## config.mk

```make
export PLATFORM = sky130hd
export DESIGN_NAME = srp_register_port
export DESIGN_NICKNAME = d
export VERILOG_FILES = /design/src/srp_pkg.sv /design/src/srp_pin_sync.sv /design/src/srp_register_port.sv
export SDC_FILE = /design/constraint.sdc
export NUM_CORES = 1
export LEC_CHECK = 0
export ABC_AREA = 1
export BUFFER_PORTS_ARGS = -buffer_cell sky130_fd_sc_hd__buf_2
export CAP_MARGIN = 20
export CORE_MARGIN = 1.5
export CORE_UTILIZATION = 35
export DETAILED_ROUTE_END_ITERATION = 10
export SETUP_SLACK_MARGIN = 0.3
export SLEW_MARGIN = 25
export SYNTH_ARGS = -nofsm -noshare
export SYNTH_HDL_FRONTEND = slang
export SYNTH_HIERARCHICAL = 1
export SYNTH_SLANG_ARGS = --single-unit
```

## constraint.sdc

```tcl
create_clock -name sys_clk -period 7.5 [get_ports sys_clk]
set_clock_uncertainty 0.2 [all_clocks]
set_input_delay 0.375 -clock sys_clk [delete_from_list [all_inputs] [get_ports sys_clk]]
set_output_delay 0.375 -clock sys_clk [all_outputs]
set_load 0.1 [all_outputs]
```

## src/srp_pkg.sv

```systemverilog
package srp_pkg;

  localparam int          ADDR_W        = 14;
  localparam int          STEP_MSB      = 15;
  localparam int          STEP_LSB      = 14;
  localparam int          REG_BYTES_MAX = 4;
  localparam int          SYNC_W        = 3;
  localparam int          PIN_CS_N      = 0;
  localparam int          PIN_SCLK      = 1;
  localparam int          PIN_SDI       = 2;

  localparam logic [7:0]  CMD_READ      = 8'h0B;
  localparam logic [7:0]  CMD_WRITE     = 8'h02;

  localparam logic [1:0]  STEP_INC      = 2'h0;
  localparam logic [1:0]  STEP_RSV      = 2'h1;
  localparam logic [1:0]  STEP_DEC      = 2'h2;
  localparam logic [1:0]  STEP_HOLD     = 2'h3;

  localparam logic [2:0]  BIT_LAST      = 3'h7;
  localparam logic [2:0]  BIT_FIRST     = 3'h0;

  // timing: system clock and the minimum chip-select gap kept by the host
  localparam int          SYS_PERIOD_NS = 40;
  localparam int          CS_GAP_NS     = 50;
  localparam int          CS_GAP_CYC    = (CS_GAP_NS + SYS_PERIOD_NS - 1) / SYS_PERIOD_NS;
  localparam int          SCLK_MAX_MHZ  = 25;

  typedef enum logic [9:0] {
    ST_DISABLED = 10'h001,
    ST_ARM      = 10'h002,
    ST_IDLE     = 10'h004,
    ST_CMD      = 10'h008,
    ST_ADDR     = 10'h010,
    ST_FILLER   = 10'h020,
    ST_WDATA    = 10'h040,
    ST_RDATA    = 10'h080,
    ST_HOLDLOW  = 10'h100,
    ST_SKIP     = 10'h200
  } srp_state_t;

  function automatic logic [ADDR_W-1:0] srp_step_addr(input logic [ADDR_W-1:0] a,
                                                     input logic [1:0]        step);
    logic [ADDR_W-1:0] r;
    r = a;
    unique case (step)
      STEP_INC, STEP_RSV: r = ADDR_W'(a + 1'h1);
      STEP_DEC:           r = ADDR_W'(a - 1'h1);
      STEP_HOLD:          r = a;
    endcase
    return r;
  endfunction

endpackage

```

## src/srp_pin_sync.sv

```systemverilog
`timescale 1ns/1ps
module srp_pin_sync #(
  parameter int WIDTH = 3
) (
  input  wire logic             sys_clk,
  input  wire logic             rst,
  input  wire logic             ce,
  input  wire logic [WIDTH-1:0] pinIn,
  output logic      [WIDTH-1:0] pinSync
);

  logic [WIDTH-1:0] stage1;

  genvar i;
  generate
    for (i = 0; i < WIDTH; i++) begin : g_bit
      // first stage feeds only the second; nothing else looks at it
      always_ff @(posedge sys_clk) begin
        if (rst) begin
          stage1[i]  <= 1'h1;
          pinSync[i] <= 1'h1;
        end else if (ce) begin
          stage1[i]  <= pinIn[i];
          pinSync[i] <= stage1[i];
        end
      end
    end
  endgenerate

endmodule

```

## src/srp_register_port.sv

```systemverilog
`timescale 1ns/1ps
////////////////////////////////////////////////////////////////////////////////
module srp_register_port (
  input  wire logic                         sys_clk,
  input  wire logic                         rst,
  input  wire logic                         ce,
  input  wire logic                         chipSelN,
  input  wire logic                         serialClk,
  input  wire logic                         serial_data_in,
  output logic                              serialDataOut,
  output logic                              serialDataOutOe,
  input  wire logic                         initDone,
  input  wire logic                         powerAwake,
  input  wire logic                         sleepPermit,
  output logic                              wakeRequest,
  output logic                              stayActive,
  output logic [srp_pkg::ADDR_W-1:0]        regAddr,
  output logic                              regRdReq,
  input  wire logic [7:0]                   regRdData,
  input  wire logic [1:0]                   regWidth,
  output logic                              commitValid,
  output logic [srp_pkg::ADDR_W-1:0]        commitAddr,
  output logic [1:0]                        commitStep,
  output logic [2:0]                        commitBytes,
  output logic [8*srp_pkg::REG_BYTES_MAX-1:0] commitData
);
  import srp_pkg::*;

  //////////////////////////////////////////////////////////////////////////////
  // pin synchronisers and edge detection
  logic [SYNC_W-1:0] pinSync;
  logic              csNS;
  logic              sclkS;
  logic              sdiS;

  srp_pin_sync #(
    .WIDTH (SYNC_W)
  ) u_sync (
    .sys_clk (sys_clk),
    .rst     (rst),
    .ce      (ce),
    .pinIn   ({serial_data_in, serialClk, chipSelN}),
    .pinSync (pinSync)
  );

  assign csNS  = pinSync[PIN_CS_N];
  assign sclkS = pinSync[PIN_SCLK];
  assign sdiS  = pinSync[PIN_SDI];

  //////////////////////////////////////////////////////////////////////////////
  // state
  srp_state_t          state;
  srp_state_t          next_state;
  logic                sclkPrev;
  logic                csNPrev;
  logic [2:0]          bitCnt;
  logic [2:0]          next_bitCnt;
  logic [7:0]          rxShift;
  logic [7:0]          next_rxShift;
  logic                cmdRead;
  logic                next_cmdRead;
  logic                addrByte;
  logic                next_addrByte;
  logic [7:0]          addrHi;
  logic [7:0]          next_addrHi;
  logic [ADDR_W-1:0]   addr;
  logic [ADDR_W-1:0]   next_addr;
  logic [1:0]          step;
  logic [1:0]          next_step;
  logic [7:0]          txShift;
  logic [7:0]          next_txShift;
  logic                next_serialDataOut;
  logic                next_serialDataOutOe;
  logic                pendingRead;
  logic                next_pendingRead;
  logic                next_regRdReq;
  logic [8*REG_BYTES_MAX-1:0] wrBuf;
  logic [8*REG_BYTES_MAX-1:0] next_wrBuf;
  logic [1:0]          wrCnt;
  logic [1:0]          next_wrCnt;
  logic [1:0]          wrWidth;
  logic [1:0]          next_wrWidth;
  logic                next_commitValid;
  logic [ADDR_W-1:0]   next_commitAddr;
  logic [1:0]          next_commitStep;
  logic [2:0]          next_commitBytes;
  logic [8*REG_BYTES_MAX-1:0] next_commitData;
  logic                next_wakeRequest;
  logic                next_stayActive;

  logic                csFall;
  logic                csRise;
  logic                riseEv;
  logic                fallEv;
  logic                byteDone;
  logic [7:0]          inByte;
  logic                inFrame;

  // cs and sclk share the synchroniser latency, so their ordering survives
  assign csFall   = csNPrev & ~csNS;
  assign csRise   = ~csNPrev & csNS;
  assign riseEv   = sclkS & ~sclkPrev & ~csNS;
  assign fallEv   = ~sclkS & sclkPrev & ~csNS;
  assign byteDone = riseEv && (bitCnt == BIT_LAST);
  assign inByte   = {rxShift[6:0], sdiS};
  assign inFrame  = state inside {ST_CMD, ST_ADDR, ST_FILLER, ST_WDATA,
                                  ST_RDATA, ST_HOLDLOW, ST_SKIP};
  assign regAddr  = addr;

  //////////////////////////////////////////////////////////////////////////////
  // next-state logic
  always_comb begin
    logic       lastByte;
    logic [8*REG_BYTES_MAX-1:0] newBuf;
    lastByte             = 1'h0;
    newBuf               = wrBuf;
    next_state           = state;
    next_bitCnt          = bitCnt;
    next_rxShift         = rxShift;
    next_cmdRead         = cmdRead;
    next_addrByte        = addrByte;
    next_addrHi          = addrHi;
    next_addr            = addr;
    next_step            = step;
    next_txShift         = txShift;
    next_serialDataOut   = serialDataOut;
    next_serialDataOutOe = serialDataOutOe;
    next_pendingRead     = pendingRead;
    next_regRdReq        = 1'h0;
    next_wrBuf           = wrBuf;
    next_wrCnt           = wrCnt;
    next_wrWidth         = wrWidth;
    next_commitValid     = 1'h0;
    next_commitAddr      = commitAddr;
    next_commitStep      = commitStep;
    next_commitBytes     = commitBytes;
    next_commitData      = commitData;

    if (riseEv && inFrame) begin
      next_rxShift = inByte;
      next_bitCnt  = 3'(bitCnt + 3'h1);
    end

    unique case (state)
      ST_DISABLED: begin
        if (initDone) next_state = ST_ARM;
      end
      ST_ARM: begin
        if (csRise) next_state = ST_IDLE;
      end
      ST_IDLE: begin
        if (csFall) begin
          next_bitCnt = BIT_FIRST;
          if (!powerAwake) begin
            next_state           = ST_HOLDLOW;
            next_serialDataOutOe = 1'h1;
            next_serialDataOut   = 1'h0;
          end else begin
            next_state = ST_CMD;
          end
        end
      end
      ST_CMD: begin
        if (byteDone) begin
          next_addrByte = 1'h0;
          if (inByte == CMD_READ) begin
            next_cmdRead = 1'h1;
            next_state   = ST_ADDR;
          end else if (inByte == CMD_WRITE) begin
            next_cmdRead = 1'h0;
            next_state   = ST_ADDR;
          end else begin
            next_state = ST_SKIP;
          end
        end
      end
      ST_ADDR: begin
        if (byteDone) begin
          if (!addrByte) begin
            next_addrHi   = inByte;
            next_addrByte = 1'h1;
          end else begin
            next_addr  = {addrHi[STEP_LSB-9:0], inByte};
            next_step  = addrHi[STEP_MSB-8:STEP_LSB-8];
            next_wrCnt = 2'h0;
            next_state = cmdRead ? ST_FILLER : ST_WDATA;
          end
        end
      end
      ST_FILLER: begin
        // filler content is shifted in but never looked at
        if (byteDone) begin
          next_state       = ST_RDATA;
          next_pendingRead = 1'h1;
        end
      end
      ST_RDATA: begin
        if (fallEv) begin
          next_serialDataOut   = txShift[7];
          next_serialDataOutOe = 1'h1;
          next_txShift         = {txShift[6:0], 1'h0};
        end
        if (pendingRead) begin
          next_pendingRead = 1'h0;
          next_regRdReq    = 1'h1;
        end
        if (regRdReq) next_txShift = regRdData;
        if (byteDone) begin
          next_addr        = srp_step_addr(addr, step);
          next_pendingRead = 1'h1;
        end
      end
      ST_WDATA: begin
        if (byteDone) begin
          newBuf[{wrCnt, 3'h0} +: 8] = inByte;
          lastByte = ((wrCnt == 2'h0) ? regWidth : wrWidth) == wrCnt;
          next_wrBuf = newBuf;
          if (wrCnt == 2'h0) begin
            next_commitAddr = addr;
            next_commitStep = step;
            next_wrWidth    = regWidth;
          end
          if (lastByte) begin
            next_commitValid = 1'h1;
            next_commitData  = newBuf;
            next_commitBytes = 3'({1'h0, wrCnt} + 3'h1);
            next_wrCnt       = 2'h0;
          end else begin
            next_wrCnt = 2'(wrCnt + 2'h1);
          end
          next_addr = srp_step_addr(addr, step);
        end
      end
      ST_HOLDLOW: begin
        // woken or not, the frame stays ignored until select rises
        next_serialDataOutOe = 1'h1;
        next_serialDataOut   = 1'h0;
      end
      ST_SKIP: begin
      end
    endcase

    // select high ends any frame; a partly gathered write is dropped here
    if (csNS && inFrame) begin
      next_state           = ST_IDLE;
      next_serialDataOutOe = 1'h0;
      next_pendingRead     = 1'h0;
      next_wrCnt           = 2'h0;
    end

    next_wakeRequest = !csNS && !powerAwake &&
                       !(state inside {ST_DISABLED, ST_ARM});
    next_stayActive = stayActive;
    if (sleepPermit) next_stayActive = 1'h0;
    if (csFall && (state == ST_IDLE)) next_stayActive = 1'h1;
  end

  //////////////////////////////////////////////////////////////////////////////
  // registers
  always_ff @(posedge sys_clk) begin
    if (rst) begin
      state           <= ST_DISABLED;
      sclkPrev        <= 1'h1;
      csNPrev         <= 1'h1;
      bitCnt          <= 3'h0;
      rxShift         <= 8'h00;
      cmdRead         <= 1'h0;
      addrByte        <= 1'h0;
      addrHi          <= 8'h00;
      addr            <= 14'h0000;
      step            <= 2'h0;
      txShift         <= 8'h00;
      serialDataOut   <= 1'h0;
      serialDataOutOe <= 1'h0;
      pendingRead     <= 1'h0;
      regRdReq        <= 1'h0;
      wrBuf           <= 32'h0000_0000;
      wrCnt           <= 2'h0;
      wrWidth         <= 2'h0;
      commitValid     <= 1'h0;
      commitAddr      <= 14'h0000;
      commitStep      <= 2'h0;
      commitBytes     <= 3'h0;
      commitData      <= 32'h0000_0000;
      wakeRequest     <= 1'h0;
      stayActive      <= 1'h0;
    end else if (ce) begin
      state           <= next_state;
      sclkPrev        <= sclkS;
      csNPrev         <= csNS;
      bitCnt          <= next_bitCnt;
      rxShift         <= next_rxShift;
      cmdRead         <= next_cmdRead;
      addrByte        <= next_addrByte;
      addrHi          <= next_addrHi;
      addr            <= next_addr;
      step            <= next_step;
      txShift         <= next_txShift;
      serialDataOut   <= next_serialDataOut;
      serialDataOutOe <= next_serialDataOutOe;
      pendingRead     <= next_pendingRead;
      regRdReq        <= next_regRdReq;
      wrBuf           <= next_wrBuf;
      wrCnt           <= next_wrCnt;
      wrWidth         <= next_wrWidth;
      commitValid     <= next_commitValid;
      commitAddr      <= next_commitAddr;
      commitStep      <= next_commitStep;
      commitBytes     <= next_commitBytes;
      commitData      <= next_commitData;
      wakeRequest     <= next_wakeRequest;
      stayActive      <= next_stayActive;
    end
  end
endmodule

```

==> impl_results.md, run 1 <==
* Root buf cell: clkbuf_16
* Max Slew Vio Count at 0
* Async set-reset flop share out of synthesis at 0%
* Final-stage net count at 1164
* Max cap viols at 0
* Reg-to-Reg Start: wrCnt[0]$_SDFFE_PP0P_
* Chip width at 151 um
* Post-Syn Instances at 1058
* Number of flops mapped to enable cells by yosys at 0
* Hold Path Origin: sleepPermit
* Hold WS at 0.0101 ns
* Crit Path Max Fanout at 37
* CTS tree: yes
* Drt drc at 0
* Unique cell type count in the Yosys netlist at 43
* Final WL at 20100 um
* Htree depth at 4
* Clk slew on worst S/H paths at 0.07 ns
* Vias per inst at 5.06
* GRT Util Overall at 18.3%
* Die ar. at 22700 um2
* # rows at 53
* Crit Path Class: reg2reg
* CP endpoint: commitData[24]$_SDFFE_PP0P_
* Routability cong. at 0.838
* Flop2flop setup slack at 3.92 ns
* Slew @ Worst Pin at 0.877 ns
* CP Capture Type: flop
* Synth top area cells: dfxtp_1, a21oi_1, nand2_1, o21ai_0, nor2_1
* Vias in the first global route at 6420
* Clock Latency Late Sink at 0.44 ns
* Leak pwr at 3.89 nW
* Port bufs at 89
* FF-to-FF path depth at 9
* Antenna-violating nets left at 0
* Reg2reg end: commitData[24]$_SDFFE_PP0P_
* Final hold vios at 0
* Starting Density at 35.9%
* Tmin final at 3.58 ns
* Initial DRC Count at 487
* Core Box Area at 21200 um2
* Fillers at 2236
* Via count at 7145
* Synthesis-to-layout area growth at 16.4%
* Total grt overflow at 0
* Top FF cell, synth: dfxtp_1
* RSZ-0062 raised after global routing: no
* Share of layout cells above drive strength 1 at 14.8%
* Net count after synthesis at 1098
* TritonRoute pass-1 iters at 5
* Outcome: complete, no violations
* Max Buffers Root-to-Sink at 2
* Peak supply drop at 162 uV
* Power per standard cell area at 238 nW/um2
* Tcrit/Tclk final at 47.8%
* Worst hold path class: in2reg
* Yosys top cell area share at 41.0%
* I/O Pins at 90
* Avg WL per Cell at 14.3 um
* Final setup viols at 0
* WP data arrival at 3.74 ns
* CP startpoint kind: flop
* Req. time, crit path at 7.66 ns
* Power, Total at 0.00211 W
* Yosys reg bits at 156
* Synth Area per Inst at 7.21 um2
* Initial antenna violation count at 0
* First-pass GRT wire length at 32700 um
* Largest net degree at the start of global routing at 78
* Antenna cells at 0
* Clk sinks at 156
* Largest area contributor in the netlist: dfxtp_1
* Yosys warning total at 6
* Critical Path Start: wrCnt[0]$_SDFFE_PP0P_
* Slew HR at 41.3%
* Sequential area share after synthesis at 41.0%
* Setup TNS at 0 ns
* CTS Buf Count at 17
* Die Ht at 151 um
* Fmax at 279 MHz
* Post-CTS setup buffers at 0
* Dpl hpwl at 13900 um
* Post-synthesis cell area at 7630 um2
-- cells in the final DEF, fill, tap and decap left out, types with 3 or more instances in the layout --
cell type      count
inv_2             10
xor2_1             4
a32oi_1            4
ha_1              20
nor3_1            41
nor2_2             3
a22oi_1           12
nand3_1           55
inv_1             98
nand2_1          149
bufinv_16          3
or2_2              3
nand2_2            9
nor2_4             5
a211oi_1          14
dlygate4sd3_1      4
o21ai_1           10
clkbuf_16         17
nand4_1           11
nand2_4            3
o21a_1             6
nor2_1           135
nand3b_1           3
a21oi_1          114
dfxtp_1          156
o22ai_1           16
a211oi_2           6
o21ai_0          105
clkinv_4           4
buf_2             89
-- how the worst min path moves through the flow --
| stage | endpoint | cells after the start |
|---|---|---|
| CTS | stayActive$_SDFFE_PP0P_ | 4 |
| floorplan | addrHi[1]$_SDFFE_PP0P_ | 2 |
| global route | stayActive$_SDFFE_PP0P_ | 4 |
| detailed placement | addrHi[0]$_SDFFE_PP0P_ | 2 |
| finish | stayActive$_SDFFE_PP0P_ | 4 |
| global placement | addrHi[1]$_SDFFE_PP0P_ | 2 |
-- critical path: stages (launching register included) --
cell and delay [ns]:
dfxtp_1 0.52, inv_1 0.21, ha_1 0.31, or2_2 0.29
o21ai_1 0.12, xor2_1 0.20, nand2_1 0.46, nor2_4 0.86
o21ai_0 0.16, a21oi_1 0.16
-- flip-flops by register name, summed over array words and instances (netlist names), 2 cells and up --
name and count:
wrWidth 2, rxShift 7, bitCnt 3, wrBuf 32, commitBytes 3, regAddr 14, wrCnt 2, commitData 32
commitStep 2, step 2, u_sync/pinSync 3, u_sync/stage1 3, txShift 8, addrHi 8, commitAddr 14, state 10
-- cell type report --
| type | count | area, um2 | share of cell area, % |
|---|---|---|---|
| clock inverter | 15 | 210 | 2.37 |
| timing repair buffer | 95 | 500 | 5.64 |
| inverter | 111 | 420 | 4.74 |
| sequential | 156 | 3120 | 35.2 |
| tap | 275 | 344 | 3.88 |
| multi-input combinational | 743 | 3850 | 43.4 |
| clock buffer | 17 | 425 | 4.79 |
-- repair_timing --
item                                   in CTS  in global routing
endpoints found under the hold margin       4                  0
hold buffers                                4                  0
gates resized for setup                     0                  0
-- synth_stat cells, drive strengths merged (2+ instances only) --
| cell type | n |
|---|---|
| and3 | 2 |
| a22oi | 12 |
| a211oi | 20 |
| a32oi | 4 |
| nand3 | 58 |
| a31oi | 2 |
| a21oi | 114 |
| nand3b | 3 |
| nor3 | 42 |
| xor2 | 4 |
| o21ai | 115 |
| nand4 | 11 |
| o22ai | 16 |
| or2 | 3 |
| buf | 24 |
| nor2 | 143 |
| inv | 110 |
| xnor2 | 2 |
| ha | 20 |
| nand2 | 161 |
| dfxtp | 156 |
| o21a | 6 |
| clkbuf | 24 |
-- where the power goes --
| group | internal [W] | switching (W) |
|---|---|---|
| combinational | 0.0000886 | 0.000227 |
| sequential | 0.000850 | 0.0000230 |
| clock | 0.000537 | 0.000387 |
-- routing by layer --
metal	global-route usage, %	vias to the layer above	part of all wire [%]
met1	24.7	3302	49
li1	-	3695	-
met2	29.3	127	46
met5	0	-	0
met3	3.88	21	4.2
met4	5.39	0	1.3
-- logic make-up after synthesis --
family | Yosys count | synth area share (%)
AOI/OAI and AO/OA | 291 | 21.3
xor gates and xnor gates | 6 | 0.689
adders and majority gates | 21 | 3.54
buffers and inverters | 159 | 8.58
DFF | 156 | 41.0
muxes | 1 | 0.131
and+or+nand+nor | 424 | 24.8
-- metrics by stage --
step | instances | utilization, % | area [um2] | setup slack, ns
2_1_floorplan | 1058 | - | 7630 | 4.82
3_3_place_gp | 1376 | 38.6 | 8200 | 4.12
3_5_place_dp | 1376 | 38.6 | 8200 | 3.97
4_1_cts | 1412 | 41.8 | 8870 | 3.96
5_1_grt | 1412 | 41.8 | 8870 | 3.57
6_report | 1412 | 41.8 | 8870 | 3.92
Power figures use the tool's default switching activity.
==> run 2: changes to the inputs <==
==> constraint.sdc (replaced) <==
create_clock -name sys_clk -period 3 [get_ports sys_clk]
set_clock_uncertainty 0.2 [all_clocks]
set_input_delay 0.15 -clock sys_clk [delete_from_list [all_inputs] [get_ports sys_clk]]
set_output_delay 0.15 -clock sys_clk [all_outputs]
set_load 0.1 [all_outputs]
==> run 2 against run 1 <==
  * Wire length up 2.3%
  * Die area unchanged
  * Utilization up 1.6 points
  * Via count up 2.6%
  * Maximum frequency up 43%
  * Critical endpoint is now regAddr[8]$_SDFFE_PP0P_
  * Clock-buffer cell count unchanged
  * Largest cell class unchanged
  * Critical path type unchanged
  * Final cell count up 2.3%
  * Sequential share of layout area down 1.3 points
  * Register-to-register slack worse by 3.4 ns
  * Critical path depth up 3
  * Worst hold slack better by 0.24 ns
  * Highest routed layer unchanged
  * Worst setup slack worse by 3.4 ns
==> impl_results.md, run 2 (synthesis results as in run 1) <==
* Most common cell after layout, fill and taps aside: dfxtp_1 (unchanged)
* Max Buffers Root-to-Sink at 2 (unchanged)
* Fillers at 2179 (was 2236)
* Initial DRC Count at 519 (was 487)
* Hold WS at 0.252 ns (was 0.0101 ns)
* Starting Density at 35.9% (unchanged)
* Worst hold stages at 9 (was 4)
* Total grt overflow at 0 (unchanged)
* Root buf cell: clkbuf_16 (unchanged)
* Pre-CTS setup slack at 0.427 ns (was 3.97 ns)
* Reg2reg end: regAddr[8]$_SDFFE_PP0P_ (was commitData[24]$_SDFFE_PP0P_)
* FF-to-FF path depth at 12 (was 9)
* First-pass GRT wire length at 33900 um (was 32700 um)
* Clk sinks at 156 (unchanged)
* CP Capture Type: flop (unchanged)
* Clk slew on worst S/H paths at 0.07 ns (about the same)
* CTS tree: yes (unchanged)
* Largest net degree at the start of global routing at 102 (was 78)
* Max cap viols at 0 (unchanged)
* Final WL at 20600 um (was 20100 um)
* Dpl hpwl at 14300 um (was 13900 um)
* Largest regs: commitData x32, wrBuf x32 (unchanged)
* Vias per inst at 5.07 (was 5.06)
* Chip width at 151 um (unchanged)
* CP startpoint kind: flop (unchanged)
* Vias in the first global route at 6775 (was 6420)
* CTS Buf Count at 17 (unchanged)
* Hold EP: state[7]$_SDFFE_PP0P_ (was stayActive$_SDFFE_PP0P_)
* WP data arrival at 2.63 ns (was 3.74 ns)
* Tcrit/Tclk final at 83.4% (was 47.8%)
* Final setup viols at 0 (unchanged)
* Routability cong. at 0.881 (was 0.838)
* Leak pwr at 4.06 nW (was 3.89 nW)
* Max Slew Vio Count at 0 (unchanged)
* Core Box Area at 21200 um2 (unchanged)
* Fin worst setup slack at 0.497 ns (was 3.92 ns)
* Slew @ Worst Pin at 0.623 ns (was 0.877 ns)
* Tmin final at 2.50 ns (was 3.58 ns)
* TritonRoute pass-1 iters at 5 (unchanged)
* RSZ-0062 raised after global routing: no (unchanged)
* Peak supply drop at 386 uV (was 162 uV)
* Antenna-violating nets left at 0 (unchanged)
* Antenna cells at 0 (unchanged)
* GRT Util Overall at 18.8% (was 18.3%)
* Finished Core Util at 43.4% (was 41.8%)
* Via count at 7331 (was 7145)
* Htree depth at 4 (unchanged)
* Initial antenna violation count at 0 (unchanged)
* Power per standard cell area at 590 nW/um2 (was 238 nW/um2)
* Clock Latency Late Sink at 0.44 ns (about the same)
* # rows at 53 (unchanged)
* Synthesis-to-layout area growth at 20.9% (was 16.4%)
* Commonest non-fill, non-tap cells in the layout: dfxtp_1, nand2_1, nor2_1 (unchanged)
* Flop2flop setup slack at 0.50 ns (was 3.92 ns)
* Slew HR at 58.3% (was 41.3%)
* Worst hold path class: in2reg (unchanged)
* Die ar. at 22700 um2 (unchanged)
* Crit Path Class: reg2reg (unchanged)
* Final hold vios at 0 (unchanged)
* Crit Path Max Fanout at 10 (was 37)
* Req. time, crit path at 3.13 ns (was 7.66 ns)
* Outcome: complete, no violations (unchanged)
* Setup TNS at 0 ns (unchanged)
* Final-stage net count at 1197 (was 1164)
* Reg-to-Reg Start: step[1]$_SDFFE_PP0P_ (was wrCnt[0]$_SDFFE_PP0P_)
* Hold Path Origin: initDone (was sleepPermit)
* Fmax at 399 MHz (was 279 MHz)
* I/O Pins at 90 (unchanged)
* Drt drc at 0 (unchanged)
* Port bufs at 89 (unchanged)
* Die Ht at 151 um (unchanged)
* Avg WL per Cell at 14.3 um (about the same)
* Share of layout cells above drive strength 1 at 15.8% (was 14.8%)
run 2: changes by cell type in the layout (fill, tap and decap cells not counted), sizes merged:
cell,before,now
inv,113,117
bufinv,3,4
dlygate4sd3,4,21
buf,91,107
clkinv,9,4
run 2: worst max path at each step:
stage | from | to | depth (start not counted)
floorplan | regAddr[0]$_SDFFE_PP0P_ | regAddr[12]$_SDFFE_PP0P_ | 8
global placement | step[1]$_SDFFE_PP0P_ | regAddr[8]$_SDFFE_PP0P_ | 12
detailed placement | step[1]$_SDFFE_PP0P_ | regAddr[8]$_SDFFE_PP0P_ | 12
CTS | step[1]$_SDFFE_PP0P_ | regAddr[8]$_SDFFE_PP0P_ | 12
global route | step[1]$_SDFFE_PP0P_ | regAddr[8]$_SDFFE_PP0P_ | 13
finish | step[1]$_SDFFE_PP0P_ | regAddr[8]$_SDFFE_PP0P_ | 12
run 2: layout make-up:
cell class	instances	area [um2]	area share, %
clock buffer	17	425	4.61
clock inverter	15	226	2.46
inverter	111	419	4.55
multi-input combinational	743	3850	41.8
sequential	156	3120	33.9
tap	275	344	3.73
timing repair buffer	128	828	8.98
run 2: critical path, stage by stage (launching register included):
cell     delay (ns)
dfxtp_1        0.33
inv_1          0.07
nor2_2         0.20
buf_4          0.23
ha_1           0.30
a21oi_1        0.18
o21ai_0        0.14
a21oi_1        0.28
o21ai_0        0.17
nor2_1         0.11
nor2_1         0.05
nor2_1         0.09
nor2_1         0.04
run 2: metrics by stage:
stage	total power, W	instance area (um2)	std cells
finish	0.00544	9220	1445
CTS	0.00544	9170	1441
global route	0.00569	9220	1445
detailed placement	0.00302	8310	1388
global placement	0.00302	8310	1388
floorplan	0.00283	7630	1058
run 2: repair_timing:
action / CTS / global route
endpoints found under the hold margin: 26 / 0
buffers inserted: 0 / 4
hold buffers: 21 / 0
resized for setup: 0 / 2
endpoints found under the setup margin: 0 / 17
run 2: where the power goes:
part / internal, W / switching, W / leakage [nW]
Combinational: 0.000277 / 0.000581 / 2.49
Clock: 0.00143 / 0.000979 / 0.317
Sequential: 0.00213 / 0.0000549 / 1.26
run 2: per-layer routing:
layer | share of wire [%] | wire length (um) | global-route usage [%]
met5 | 0 | 0 | 0
met4 | 1.5 | 304 | 5.78
met3 | 4.0 | 827 | 3.88
met2 | 46 | 9370 | 29.9
met1 | 49 | 10100 | 25.6
==> run 3: changes to the inputs <==
--- a/config.mk
+++ b/config.mk
@@ -5,7 +5,7 @@
 export SDC_FILE = /design/constraint.sdc
 export NUM_CORES = 1
 export LEC_CHECK = 0
-export ABC_AREA = 1
+export ABC_AREA = 0
 export BUFFER_PORTS_ARGS = -buffer_cell sky130_fd_sc_hd__buf_2
 export CAP_MARGIN = 20
 export CORE_MARGIN = 1.5
==> constraint.sdc (replaced) <==
create_clock -name sys_clk -period 2.1 [get_ports sys_clk]
set_clock_uncertainty 0.2 [all_clocks]
set_input_delay 0.105 -clock sys_clk [delete_from_list [all_inputs] [get_ports sys_clk]]
set_output_delay 0.105 -clock sys_clk [all_outputs]
set_load 0.1 [all_outputs]
==> run 3 against run 2 <==
  * The run now ends with negative hold slack, negative setup slack left
  * Wire length increased by 20%
  * Non-clock buffer count up 201
  * Register-to-register slack worse by 1.1 ns
  * Clock-buffer cell count up 1
  * Utilization up 15 points
  * Global-route usage grew 3.7 points
  * Maximum frequency fell by 6.0%
  * Worst setup slack lost 1.1 ns
  * Synthesized cell count is 16% lower
  * Die area decreased by 2.5%
  * Largest power group unchanged
==> impl_results.md, run 3 <==
* Max Slew Vio Count at 0 (unchanged)
* WP data arrival at 2.77 ns (was 2.63 ns)
* Failing checks: negative hold slack, negative setup slack
* CP startpoint kind: flop (unchanged)
* Routability cong. at 0.838 (was 0.881)
* Power per standard cell area at 532 nW/um2 (was 590 nW/um2)
* Die ar. at 22100 um2 (was 22700 um2)
* First-pass GRT wire length at 39100 um (was 33900 um)
* Largest area contributor in the netlist: dfxtp_1 (unchanged)
* Dpl hpwl at 14000 um (was 14300 um)
* Pre-CTS setup slack at -0.498 ns (was 0.427 ns)
* Root buf cell: clkbuf_16 (unchanged)
* Slew @ Worst Pin at 0.556 ns (was 0.623 ns)
* Req. time, crit path at 2.21 ns (was 3.13 ns)
* Most common cell after layout, fill and taps aside: buf_4 (was dfxtp_1)
* Top FF cell, synth: dfxtp_1 (unchanged)
* Antenna-violating nets left at 0 (unchanged)
* Initial DRC Count at 551 (was 519)
* Largest net degree at the start of global routing at 79 (was 102)
* Post-synthesis cell area at 7430 um2 (was 7630 um2)
* TritonRoute pass-1 iters at 5 (unchanged)
* Met3 WL at 819 um (was 827 um)
* Net count after synthesis at 926 (was 1098)
* M1 WL at 11200 um (was 10100 um)
* Synth Area per Inst at 8.39 um2 (was 7.21 um2)
* GRT Util Overall at 22.5% (was 18.8%)
* Unique cell type count in the Yosys netlist at 66 (was 43)
* Number of flops mapped to enable cells by yosys at 0 (unchanged)
* DR top layer: met4 (unchanged)
* RSZ-0062 raised after global routing: yes (was no)
* Initial antenna violation count at 0 (unchanged)
* Outcome: finished with violations (was complete, no violations)
* Vias per inst at 5.23 (was 5.07)
* Sequential area share after synthesis at 42.0% (was 41.0%)
* Synthesis-to-layout area growth at 64.2% (was 20.9%)
* Drt drc at 0 (unchanged)
* Fmax at 376 MHz (was 399 MHz)
* Metal2 WL at 12200 um (was 9370 um)
* CTS tree: yes (unchanged)
* Flop2flop setup slack at -0.56 ns (was 0.50 ns)
* Antenna cells at 0 (unchanged)
* I/O Pins at 90 (unchanged)
* Share of layout cells above drive strength 1 at 44.6% (was 15.8%)
* Max Buffers Root-to-Sink at 2 (unchanged)
* Max cap viols at 0 (unchanged)
* Async set-reset flop share out of synthesis at 0% (unchanged)
* Starting Density at 35.5% (was 35.9%)
* Chip width at 149 um (was 151 um)
* CTS Buf Count at 17 (unchanged)
* Synth top area cells: dfxtp_1, a211oi_1, nor2_1, a21oi_1, mux2i_1 (was dfxtp_1, a21oi_1, nand2_1, o21ai_0, nor2_1)
* Hold WS at -0.00770 ns (was 0.252 ns)
* Post-Syn Instances at 886 (was 1058)
* Tmin final at 2.66 ns (was 2.50 ns)
* Total grt overflow at 0 (unchanged)
* Tcrit/Tclk final at 127% (was 83.4%)
* Via count at 7612 (was 7331)
* Crit Path Max Fanout at 11 (was 10)
* Final hold vios at 2 (was 0)
* Most common cell in the netlist: dfxtp_1 (unchanged)
* Die Ht at 149 um (was 151 um)
* # rows at 53 (unchanged)
* Clk slew on worst S/H paths at 0.07 ns (about the same)
* Largest regs: commitData x32, wrBuf x32 (unchanged)
* Peak supply drop at 565 uV (was 386 uV)
* Final setup viols at 145 (was 0)
* Final WL at 24700 um (was 20600 um)
* Crit Path Class: reg2reg (unchanged)
* Top post-synthesis cells by count: dfxtp_1, nor2_1, a211oi_1, a21oi_1, nand2_1 (was dfxtp_1, nand2_1, nor2_1)
* Leak pwr at 4.87 nW (was 4.06 nW)
* Fillers at 1784 (was 2179)
* CP Capture Type: flop (unchanged)
* Clk sinks at 156 (unchanged)
* Final-stage net count at 1208 (was 1197)
* Core Box Area at 21000 um2 (was 21200 um2)
* Power, Total at 0.00650 W (was 0.00544 W)
* Vias in the first global route at 7517 (was 6775)
* Fin worst setup slack at -0.562 ns (was 0.497 ns)
* Port bufs at 89 (unchanged)
* Yosys top cell area share at 42.0% (was 41.0%)
* Avg WL per Cell at 17.0 um (was 14.3 um)
* Slew HR at 62.9% (was 58.3%)
* Clock Latency Late Sink at 0.43 ns (was 0.44 ns)
* Worst hold path class: in2reg (unchanged)
* Yosys reg bits at 156 (unchanged)
* Commonest non-fill, non-tap cells in the layout: buf_4, dfxtp_1, nor2_1 (was dfxtp_1, nand2_1, nor2_1)
* Htree depth at 4 (unchanged)
* Setup TNS at -41.46 ns (was 0 ns)
* Yosys warning total at 6 (unchanged)
-- run 3: cell types whose count changed after synthesis, sizes merged, moves of 27 or more --
| cell | previous run | this run |
|---|---|---|
| inv | 110 | 12 |
| nor2b | 0 | 46 |
| nand3 | 58 | 14 |
| mux2i | 1 | 38 |
| a21oi | 114 | 81 |
| o21ai | 115 | 19 |
| a211oi | 20 | 81 |
| nand2 | 161 | 67 |
| clkbuf | 24 | 51 |
-- run 3: area by class of cell --
cell class	count	area, um2	area share (%)
Clock buffer	18	429	3.52
Inverter	13	56.3	0.461
Tap cell	275	344	2.82
Timing Repair Buffer	329	3130	25.6
Sequential cell	156	3170	25.9
Timing Repair inverter	1	6.26	0.0512
Multi-Input combinational cell	650	4930	40.4
Clock inverter	14	148	1.21
-- run 3: report_power, final --
group | internal [W] | total (W) | switching, W
clock | 0.00168 | 0.00312 | 0.00143
combinational | 0.000189 | 0.000408 | 0.000219
sequential | 0.00296 | 0.00297 | 0.00000915
total | 0.00484 | 0.00650 | 0.00166
-- run 3: logic make-up (layout without fill, tap and decap cells) --
logic type	count (synthesis)	count (layout)	synth area share [%]
flip-flops	156	156	42.0
XOR/XNOR	14	14	1.65
buffers and inverters	81	375	4.58
AND/OR/NAND/NOR	343	344	22.2
multiplexers	38	38	5.12
AO/OA/AOI/OAI	233	233	20.8
adder cells (fa/ha/maj)	21	21	3.64
-- run 3: per-layer routing --
metal / up-vias / GRT usage, %
met5: - / 0
met4: 0 / 8.02
met3: 32 / 3.61
met2: 167 / 38.3
met1: 3690 / 28.9
li1: 3723 / -
-- run 3: stage by stage --
step	hold slack (ns)	instance area (um2)	utilization, %	std cells
floorplan	0.00357	7690	-	886
global placement	0.107	9280	44.3	1319
detailed placement	0.112	9280	44.3	1319
CTS	-0.0136	11900	56.7	1444
global route	0.0249	12200	58.3	1456
finish	-0.00770	12200	58.3	1456
-- run 3: worst max-delay path, stage by stage (launching register included) --
cell     delay [ns]
dfxtp_2        0.32
or4_4          0.54
or3_4          0.35
or2_4          0.25
a211o_1        0.32
a21oi_4        0.16
buf_12         0.15
mux2i_1        0.21
nor2_1         0.05
-- run 3: worst paths after layout --
| path | start | to | depth (start not counted) |
|---|---|---|---|
| min reg2reg | commitAddr[10]$_SDFFE_PP0P_ | commitAddr[10]$_SDFFE_PP0P_ | 2 |
| min | ce | wakeRequest$_SDFFE_PP0P_ | 4 |
| max | state[6]$_SDFFE_PP0P_ | state[4]$_SDFFE_PP0P_ | 8 |
| max reg2reg | state[6]$_SDFFE_PP0P_ | state[4]$_SDFFE_PP0P_ | 8 |
-- run 3: timing repair --
| action | in CTS | in global routing |
|---|---|---|
| buffers inserted | 51 | 12 |
| endpoints found under the hold margin | 43 | 0 |
| endpoints found under the setup margin | 148 | 148 |
| gates resized for setup | 204 | 43 |
| pin swaps | 80 | 50 |
| cloned | 23 | 0 |
| hold buffers | 19 | 0 |
